File: src/common/edb_regs.vh
// Address map, entry offsets and configuration field positions of the
// endpoint descriptor blocks. Definitions only.
`ifndef EDB_REGS_VH
`define EDB_REGS_VH
`define EDB_OUT1_BASE 16'hFF08
`define EDB_OUT2_BASE 16'hFF10
`define EDB_OUT3_BASE 16'hFF18
`define EDB_IN1_BASE 16'hFF48
`define EDB_IN2_BASE 16'hFF50
`define EDB_IN3_BASE 16'hFF58
`define EDB_BLOCK_BYTES 4'h8
`define BUF_SPACE_LO 16'hFD80
`define BUF_SPACE_HI 16'hFEEF
`define BUF_SPACE_BYTES 16'h0170
`define OFS_CONFIG 3'h0
`define OFS_X_BASE 3'h1
`define OFS_X_COUNT 3'h2
`define OFS_SPARE_A 3'h3
`define OFS_SPARE_B 3'h4
`define OFS_Y_BASE 3'h5
`define OFS_Y_COUNT 3'h6
`define OFS_XY_SIZE 3'h7
`define CFG_IRQ_EN 2
`define CFG_STALL 3
`define CFG_DOUBLE_BUFFER_ENABLE 4
`define CFG_TOGGLE 5
`define CFG_ISO 6
`define CFG_BM_EN 7
`define CFG_WRITE_MASK 8'hFC
`define CNT_NAK 7
`define CNT_LEN_HI 6
`define BASE_PAD 3'h0
`define ANS_NONE 2'h0
`define ANS_ACK 2'h1
`define ANS_NAK 2'h2
`define ANS_STALL 2'h3
`endif

File: src/logic/edb_decode.v
// Address decoder for the descriptor block window.
// Assumes a 16-bit data-space address from the microcontroller.
`timescale 1ns/1ns
`include "edb_regs.vh"
module edb_decode
(
  input wire [15:0] addr_i,
  output reg hit_o,
  output reg [2:0] slot_o,
  output reg [2:0] entry_o
);
  always @*
  begin
    hit_o = 1'b1;
    slot_o = 3'h0;
    entry_o = addr_i[2:0];
    case ({addr_i[15:3], 3'h0})
      `EDB_OUT1_BASE: slot_o = 3'h0;
      `EDB_OUT2_BASE: slot_o = 3'h1;
      `EDB_OUT3_BASE: slot_o = 3'h2;
      `EDB_IN1_BASE: slot_o = 3'h3;
      `EDB_IN2_BASE: slot_o = 3'h4;
      `EDB_IN3_BASE: slot_o = 3'h5;
      default: hit_o = 1'b0;
    endcase
  end
endmodule // edb_decode

File: src/logic/usb_endpoint_descriptor_block.v
// Descriptor RAM for endpoints 1 to 3 in both directions, plus the buffer
// manager view of it: answer choice, buffer choice and toggle update.
// Assumes a byte-wide synchronous data-space port and a serial engine that
// presents one transaction request at a time and holds it for one cycle.
//
// How it works
// - Three in, three out descriptor blocks exist.
// - Endpoints 1-3 in RAM; endpoint 0 elsewhere.
// - Out blocks at FF08, FF10, FF18.
// - In blocks at FF48, FF50, FF58.
// - Data buffers span FD80 to FEEF.
// - X base at 01, X count 02.
// - Y base 05, Y count 06, 03/04 unused.
// - Config at 00, size at 07.
// - Bit 2 enables completion interrupt.
// - Bit 3 stalls; firmware clears; resets zero.
// - Bit 4 enables toggle-selected X/Y buffers.
// - Bit 5 holds the data toggle.
// - Bit 7 lets buffer manager service endpoint.
// - Base entry padded with three zeros, unchanged.
// - Count top bit set means NAK further on out; in blocks NAK while it is clear.
`timescale 1ns/1ns
`include "edb_regs.vh"
module usb_endpoint_descriptor_block
(
  input wire clk_sys_i,
  input wire srst_i,
  input wire [15:0] mcu_addr_i,
  input wire mcu_wr_i,
  input wire mcu_rd_i,
  input wire [7:0] mcu_wdata_i,
  output reg [7:0] mcu_rdata_o,
  output reg mcu_hit_o,
  input wire txn_req_i,
  input wire txn_in_i,
  input wire [1:0] txn_ep_i,
  input wire txn_toggle_i,
  input wire [6:0] txn_len_i,
  output reg [1:0] txn_answer_o,
  output reg [10:0] txn_buf_addr_o,
  output reg txn_buf_y_o,
  output reg [6:0] txn_count_o,
  input wire txn_done_i,
  output reg completion_irq_o,
  output reg [2:0] irq_slot_o
);
  // Six blocks of eight bytes; spare bytes are stored so software can use them.
  reg [7:0] edb_ram [0:47];
  reg [7:0] stall_bits;
  wire dec_hit;
  wire [2:0] dec_slot;
  wire [2:0] dec_entry;
  reg [2:0] act_slot;
  reg act_busy;
  reg act_y;
  reg [1:0] next_answer;
  reg [7:0] cfg_now;
  reg [7:0] cnt_now;
  reg [7:0] base_now;
  reg use_y;
  reg [2:0] req_slot;
  integer i;

  function [5:0] ram_index;
    input [2:0] slot;
    input [2:0] entry;
    begin
      ram_index = {slot, entry};
    end
  endfunction

  function buf_in_space;
    input [10:0] start;
    reg [15:0] full;
    begin
      full = {5'h1F, start};
      buf_in_space = (full >= `BUF_SPACE_LO) && (full <= `BUF_SPACE_HI);
    end
  endfunction

  edb_decode u_decode
  (
    .addr_i(mcu_addr_i),
    .hit_o(dec_hit),
    .slot_o(dec_slot),
    .entry_o(dec_entry)
  );

  always @*
  begin
    req_slot = txn_in_i ? {1'b0, txn_ep_i} + 3'h2 : {1'b0, txn_ep_i} - 3'h1;
    cfg_now = edb_ram[ram_index(req_slot, `OFS_CONFIG)];
    // Without double buffering only X is used; with it the toggle picks.
    use_y = cfg_now[`CFG_DOUBLE_BUFFER_ENABLE] & cfg_now[`CFG_TOGGLE];
    cnt_now = use_y ? edb_ram[ram_index(req_slot, `OFS_Y_COUNT)]
                    : edb_ram[ram_index(req_slot, `OFS_X_COUNT)];
    base_now = use_y ? edb_ram[ram_index(req_slot, `OFS_Y_BASE)]
                     : edb_ram[ram_index(req_slot, `OFS_X_BASE)];
    if (stall_bits[req_slot])
      next_answer = `ANS_STALL;
    else if (!cfg_now[`CFG_BM_EN])
      next_answer = `ANS_NAK;
    else if (!txn_in_i && cnt_now[`CNT_NAK])
      next_answer = `ANS_NAK;
    else if (txn_in_i && !cnt_now[`CNT_NAK])
      next_answer = `ANS_NAK;
    else if (!buf_in_space({base_now, `BASE_PAD}))
      next_answer = `ANS_NAK;
    else
      next_answer = `ANS_ACK;
  end

  always @(posedge clk_sys_i)
  begin
    if (srst_i)
    begin
      mcu_rdata_o <= 8'h00;
      mcu_hit_o <= 1'b0;
      txn_answer_o <= `ANS_NONE;
      txn_buf_addr_o <= 11'h000;
      txn_buf_y_o <= 1'b0;
      txn_count_o <= 7'h00;
      completion_irq_o <= 1'b0;
      irq_slot_o <= 3'h0;
      stall_bits <= 8'h00;
      act_slot <= 3'h0;
      act_busy <= 1'b0;
      act_y <= 1'b0;
      for (i = 0; i < 6; i = i + 1)
        edb_ram[ram_index(i[2:0], `OFS_CONFIG)] <= 8'h00;
    end
    else
    begin
      completion_irq_o <= 1'b0;
      txn_answer_o <= `ANS_NONE;
      mcu_hit_o <= dec_hit & (mcu_rd_i | mcu_wr_i);
      if (mcu_rd_i && dec_hit)
      begin
        if (dec_entry == `OFS_CONFIG)
          mcu_rdata_o <= (edb_ram[ram_index(dec_slot, dec_entry)] & `CFG_WRITE_MASK) |
                         {4'h0, stall_bits[dec_slot], 3'h0};
        else
          mcu_rdata_o <= edb_ram[ram_index(dec_slot, dec_entry)];
      end
      else if (mcu_rd_i)
        mcu_rdata_o <= 8'h00;
      if (mcu_wr_i && dec_hit)
      begin
        if (dec_entry == `OFS_CONFIG)
        begin
          // Bit 6 is stored as written; keeping it clear is software's job.
          edb_ram[ram_index(dec_slot, dec_entry)] <= mcu_wdata_i & `CFG_WRITE_MASK;
          stall_bits[dec_slot] <= mcu_wdata_i[`CFG_STALL];
        end
        else
          edb_ram[ram_index(dec_slot, dec_entry)] <= mcu_wdata_i;
      end
      if (txn_req_i && !act_busy)
      begin
        txn_answer_o <= next_answer;
        txn_buf_addr_o <= {base_now, `BASE_PAD};
        txn_buf_y_o <= use_y;
        txn_count_o <= cnt_now[`CNT_LEN_HI:0];
        if (next_answer == `ANS_ACK)
        begin
          act_busy <= 1'b1;
          act_slot <= req_slot;
          act_y <= use_y;
        end
      end
      else if (txn_done_i && act_busy)
      begin
        // Completion flips the toggle and marks the buffer; base stays.
        act_busy <= 1'b0;
        edb_ram[ram_index(act_slot, `OFS_CONFIG)] <=
          edb_ram[ram_index(act_slot, `OFS_CONFIG)] ^ (8'h01 << `CFG_TOGGLE);
        if (act_y)
          edb_ram[ram_index(act_slot, `OFS_Y_COUNT)] <= act_slot < 3'h3 ?
            {1'b1, txn_len_i} : 8'h80;
        else
          edb_ram[ram_index(act_slot, `OFS_X_COUNT)] <= act_slot < 3'h3 ?
            {1'b1, txn_len_i} : 8'h80;
        completion_irq_o <= edb_ram[ram_index(act_slot, `OFS_CONFIG)][`CFG_IRQ_EN];
        irq_slot_o <= act_slot;
      end
    end
  end
endmodule // usb_endpoint_descriptor_block

File: config.mk
export PLATFORM = sky130hd
export DESIGN_NAME = usb_endpoint_descriptor_block
export DESIGN_NICKNAME = d
export VERILOG_FILES = /design/src/logic/edb_decode.v /design/src/logic/usb_endpoint_descriptor_block.v
export VERILOG_INCLUDE_DIRS = /design/src /design/src/common
export SDC_FILE = /design/constraint.sdc
export NUM_CORES = 1
export LEC_CHECK = 0
export ABC_CLOCK_PERIOD_IN_PS = 5400
export BUFFER_PORTS_ARGS = -buffer_cell sky130_fd_sc_hd__buf_2
export CAP_MARGIN = 40
export CORE_MARGIN = 1
export CORE_UTILIZATION = 50
export DETAILED_ROUTE_END_ITERATION = 10
export HOLD_SLACK_MARGIN = 0.05
export PLACE_DENSITY = 0.66
export SKIP_CTS_REPAIR_TIMING = 1
export SLEW_MARGIN = 20
export SYNTH_ARGS = -nofsm -noshare
export SYNTH_HDL_FRONTEND = slang
export SYNTH_HIERARCHICAL = 1
export SYNTH_SLANG_ARGS = --single-unit
File: constraint.sdc
create_clock -name clk_sys_i -period 5.4 [get_ports clk_sys_i]
set_clock_uncertainty 0.05 [all_clocks]
set_input_delay 0.27 -clock clk_sys_i [delete_from_list [all_inputs] [get_ports clk_sys_i]]
set_output_delay 0.27 -clock clk_sys_i [all_outputs]
set_load 0.02 [all_outputs]
==> impl_results.md <==
* Crit start category: input port
* Sequential area share after synthesis at 0.571
* Crit Path Max Fanout at 20
* All-layer global routing usage at 0.344
* CP arrival at 4.11 ns
* Die Ht at 209 µm
* Peak VDD IR at 0.208 mV
* CTS Buffer Depth at 3
* Antenna-violating nets left at 0
* Crit-path slowest cell: ha_2
* Synth async-reset ratio at 0
* CTS tree: built
* Warnings from Yosys at 6
* Placed insts at 2177
* DR DRC count at 0
* Critical Path RT at 5.81 ns
* Global route overflow at 0
* FP Rows at 75
* Clock transition at path regs at 0.06 ns
* Area delta synth->final at 12.4%
* Area contributors post-synth: edfxtp_1 (50%), mux4_2 (14%), dfxtp_1 (6.6%), mux2i_1 (6.1%), nand2_1 (3.1%)
* Flops & latches, synth at 431
* Fin nets at 1746
* Worst Tran Pin Value at 0.950 ns
* Status: complete, no violations
* Setup Crit Path Kind: input port to flip-flop
* Htree depth at 2
* Via density at 6.80
* Synth Instances at 1625
* Mean routed wirelength per cell at 32.6 µm
* Sink Count at 431
* Final setup violation count at 0
* Worst rel slew slack at 0.362
* Slew Limit Fails at 0
* Top cell type's share of synthesized area at 0.505
* Core Area at 42100 µm²
* Overall Power at 7.05 mW
* Power per standard cell area at 293 nW/µm²
* Die width at 209 µm
* Final Hold Fails at 0
* Period minus WS final at 3.70 ns
* Gpl congestion at 1.06
* Fmax at 0.270 GHz
* EDFF count, synth at 360
* DR pass1 iterations at 6
* Layout fillers at 3289
* Main synth FF type: edfxtp_1
* DP Area at 22500 µm²
* RSZ-0062 raised after global routing: no
* Fin Hold WS at 0.0375 ns
* Count of input and output buffers at 70
* Die area at 43700 µm²
* Non-filler cells, final at 2279
* Top-Level Pins at 75
* Via count at 15500
* Vias in the first global route at 14800
* Root Buffer: clkbuf_16
* Crit share post-route at 0.685
* Fin area at 24100 µm²
* Inserted Clock Buffers at 45
* First-pass GRT wire length at 105000 µm
* WL final at 74200 µm
* Starting Density at 0.508
* Synthesized area per cell at 13.2 µm²
* Leakage at 7.69 nW
* CP max stage delay at 0.56 ns
* Insertion delay to the later sink of the worst-skew pair at 0.58 ns
* Commonest cells after routing, fill and taps aside: edfxtp_1 (360), nand2_1 (175), nor2_1 (157)
* Antenna cell count at 0
* Most common cell after layout, fill and taps aside: edfxtp_1
* Count of different cell masters after synthesis at 75
* Total Neg Setup Slack at 0 ns
* Area leader, netlist: edfxtp_1
* MaxCap Viol Count at 0
* Worst-path cell chain: buf_2 -> inv_1 -> ha_2 -> mux2i_4 -> mux2i_4 -> o22ai_1 -> nor2_1 -> a31oi_1 -> o32ai_1 -> a2111oi_4 -> buf_4 -> mux2_2
* DR iter-0 viols at 2879
* CP Capture Type: flip-flop
* Detailed Place HPWL at 54400 µm
* HP Class: input port to flip-flop
* Most frequent CP cell: mux2i_4
* Synth Cell Area at 21400 µm²
* Initial antenna violation count at 2
* Largest net degree at the start of global routing at 110
* Share of layout cells above drive strength 1 at 0.226
cell usage after synthesis, types with 3 or more instances:
cell / instances
nor2_1: 157
buf_4: 8
o21ai_0: 92
or3_1: 5
a211o_1: 3
a22oi_1: 3
nand3_1: 20
o211ai_1: 8
a31oi_1: 7
a311oi_1: 4
and3_1: 6
a22o_1: 4
buf_1: 12
mux2i_1: 131
o221ai_1: 9
a21oi_1: 42
or2_2: 5
mux2_2: 17
nor3_1: 20
nor3b_1: 3
buf_2: 15
dfxtp_1: 71
inv_1: 53
o22a_1: 3
mux4_2: 137
mux2i_4: 3
edfxtp_1: 360
a211oi_1: 48
nand3b_1: 4
nand2b_1: 15
nand4_1: 4
clkinv_1: 8
nor4_1: 6
clkbuf_1: 86
nand2_1: 175
nor2b_1: 18
o22ai_1: 13
report_power, final:
group          internal [mW]  switching [mW]
combinational          0.158           0.254
clock                   1.70            1.35
sequential              3.57          0.0167
routing by layer:
metal,vias up,GRT usage,part of all wire
met5,-,0,0.00044
met4,4,0.220,0.079
met3,249,0.0977,0.14
met2,1276,0.504,0.43
met1,7611,0.452,0.35
li1,6366,-,-
worst max-delay path: cells and delay by family:
| family | cells | cell delay (ns) |
|---|---|---|
| and+or+nand+nor | 1 | 0.51 |
| muxes | 3 | 0.98 |
| adders and majority gates | 1 | 0.56 |
| buffers and inverters | 3 | 0.68 |
| AOI/OAI and AO/OA | 4 | 1.10 |
path summary, 6_finish.rpt:
check / startpoint / to / slack, ns / cells after the start
max: txn_ep_i[0] / act_slot[0] / 1.70 / 12
min: mcu_wdata_i[5] / edb_ram[24][5] / 0.04 / 3
max reg2reg: act_busy / edb_ram[34][0] / 2.08 / 7
min reg2reg: txn_buf_y_o / txn_buf_y_o / 0.40 / 2
per-stage QoR:
step / utilization / setup WS [ns]
after global routing: 0.571 / 1.65
after global placement: 0.529 / 1.06
after CTS: 0.567 / 1.53
after floorplan: - / 1.34
final: 0.571 / 1.70
after detailed placement: 0.534 / 0.912
cell families (layout without fill, tap and decap cells):
| kind of cell | count (synthesis) | in the layout | synth area share |
|---|---|---|---|
| XOR/XNOR | 3 | 3 | 0.00123 |
| AND/OR/NAND/NOR | 454 | 454 | 0.0937 |
| buffers and inverters | 184 | 297 | 0.0352 |
| adder cells (fa/ha/maj) | 1 | 1 | 0.000584 |
| AO/OA/AOI/OAI | 263 | 263 | 0.0804 |
| flip-flops | 431 | 431 | 0.571 |
| multiplexers | 288 | 288 | 0.217 |
| other | 1 | 3 | 0.000175 |
registers in the layout, summed over array words and instances, names as in the netlist, named ones only:
name              cells
txn_buf_addr_o        8
edb_ram             384
txn_buf_y_o           1
act_y                 1
txn_answer_o          2
act_slot              3
irq_slot_o            3
mcu_hit_o             1
stall_bits            8
act_busy              1
completion_irq_o      1
mcu_rdata_o           8
txn_count_o           7
layout make-up:
cell class | instances | area [µm²] | area share
Sequential cell | 431 | 12200 | 0.508
Multi-Input combinational cell | 1012 | 8460 | 0.352
Clock buffer | 58 | 1180 | 0.0490
Timing Repair Buffer | 153 | 1060 | 0.0441
Tap cell | 539 | 674 | 0.0280
Inverter | 61 | 231 | 0.00962
Clock inverter | 25 | 225 | 0.00936
No activity file was read; power rests on OpenSTA's default activity.
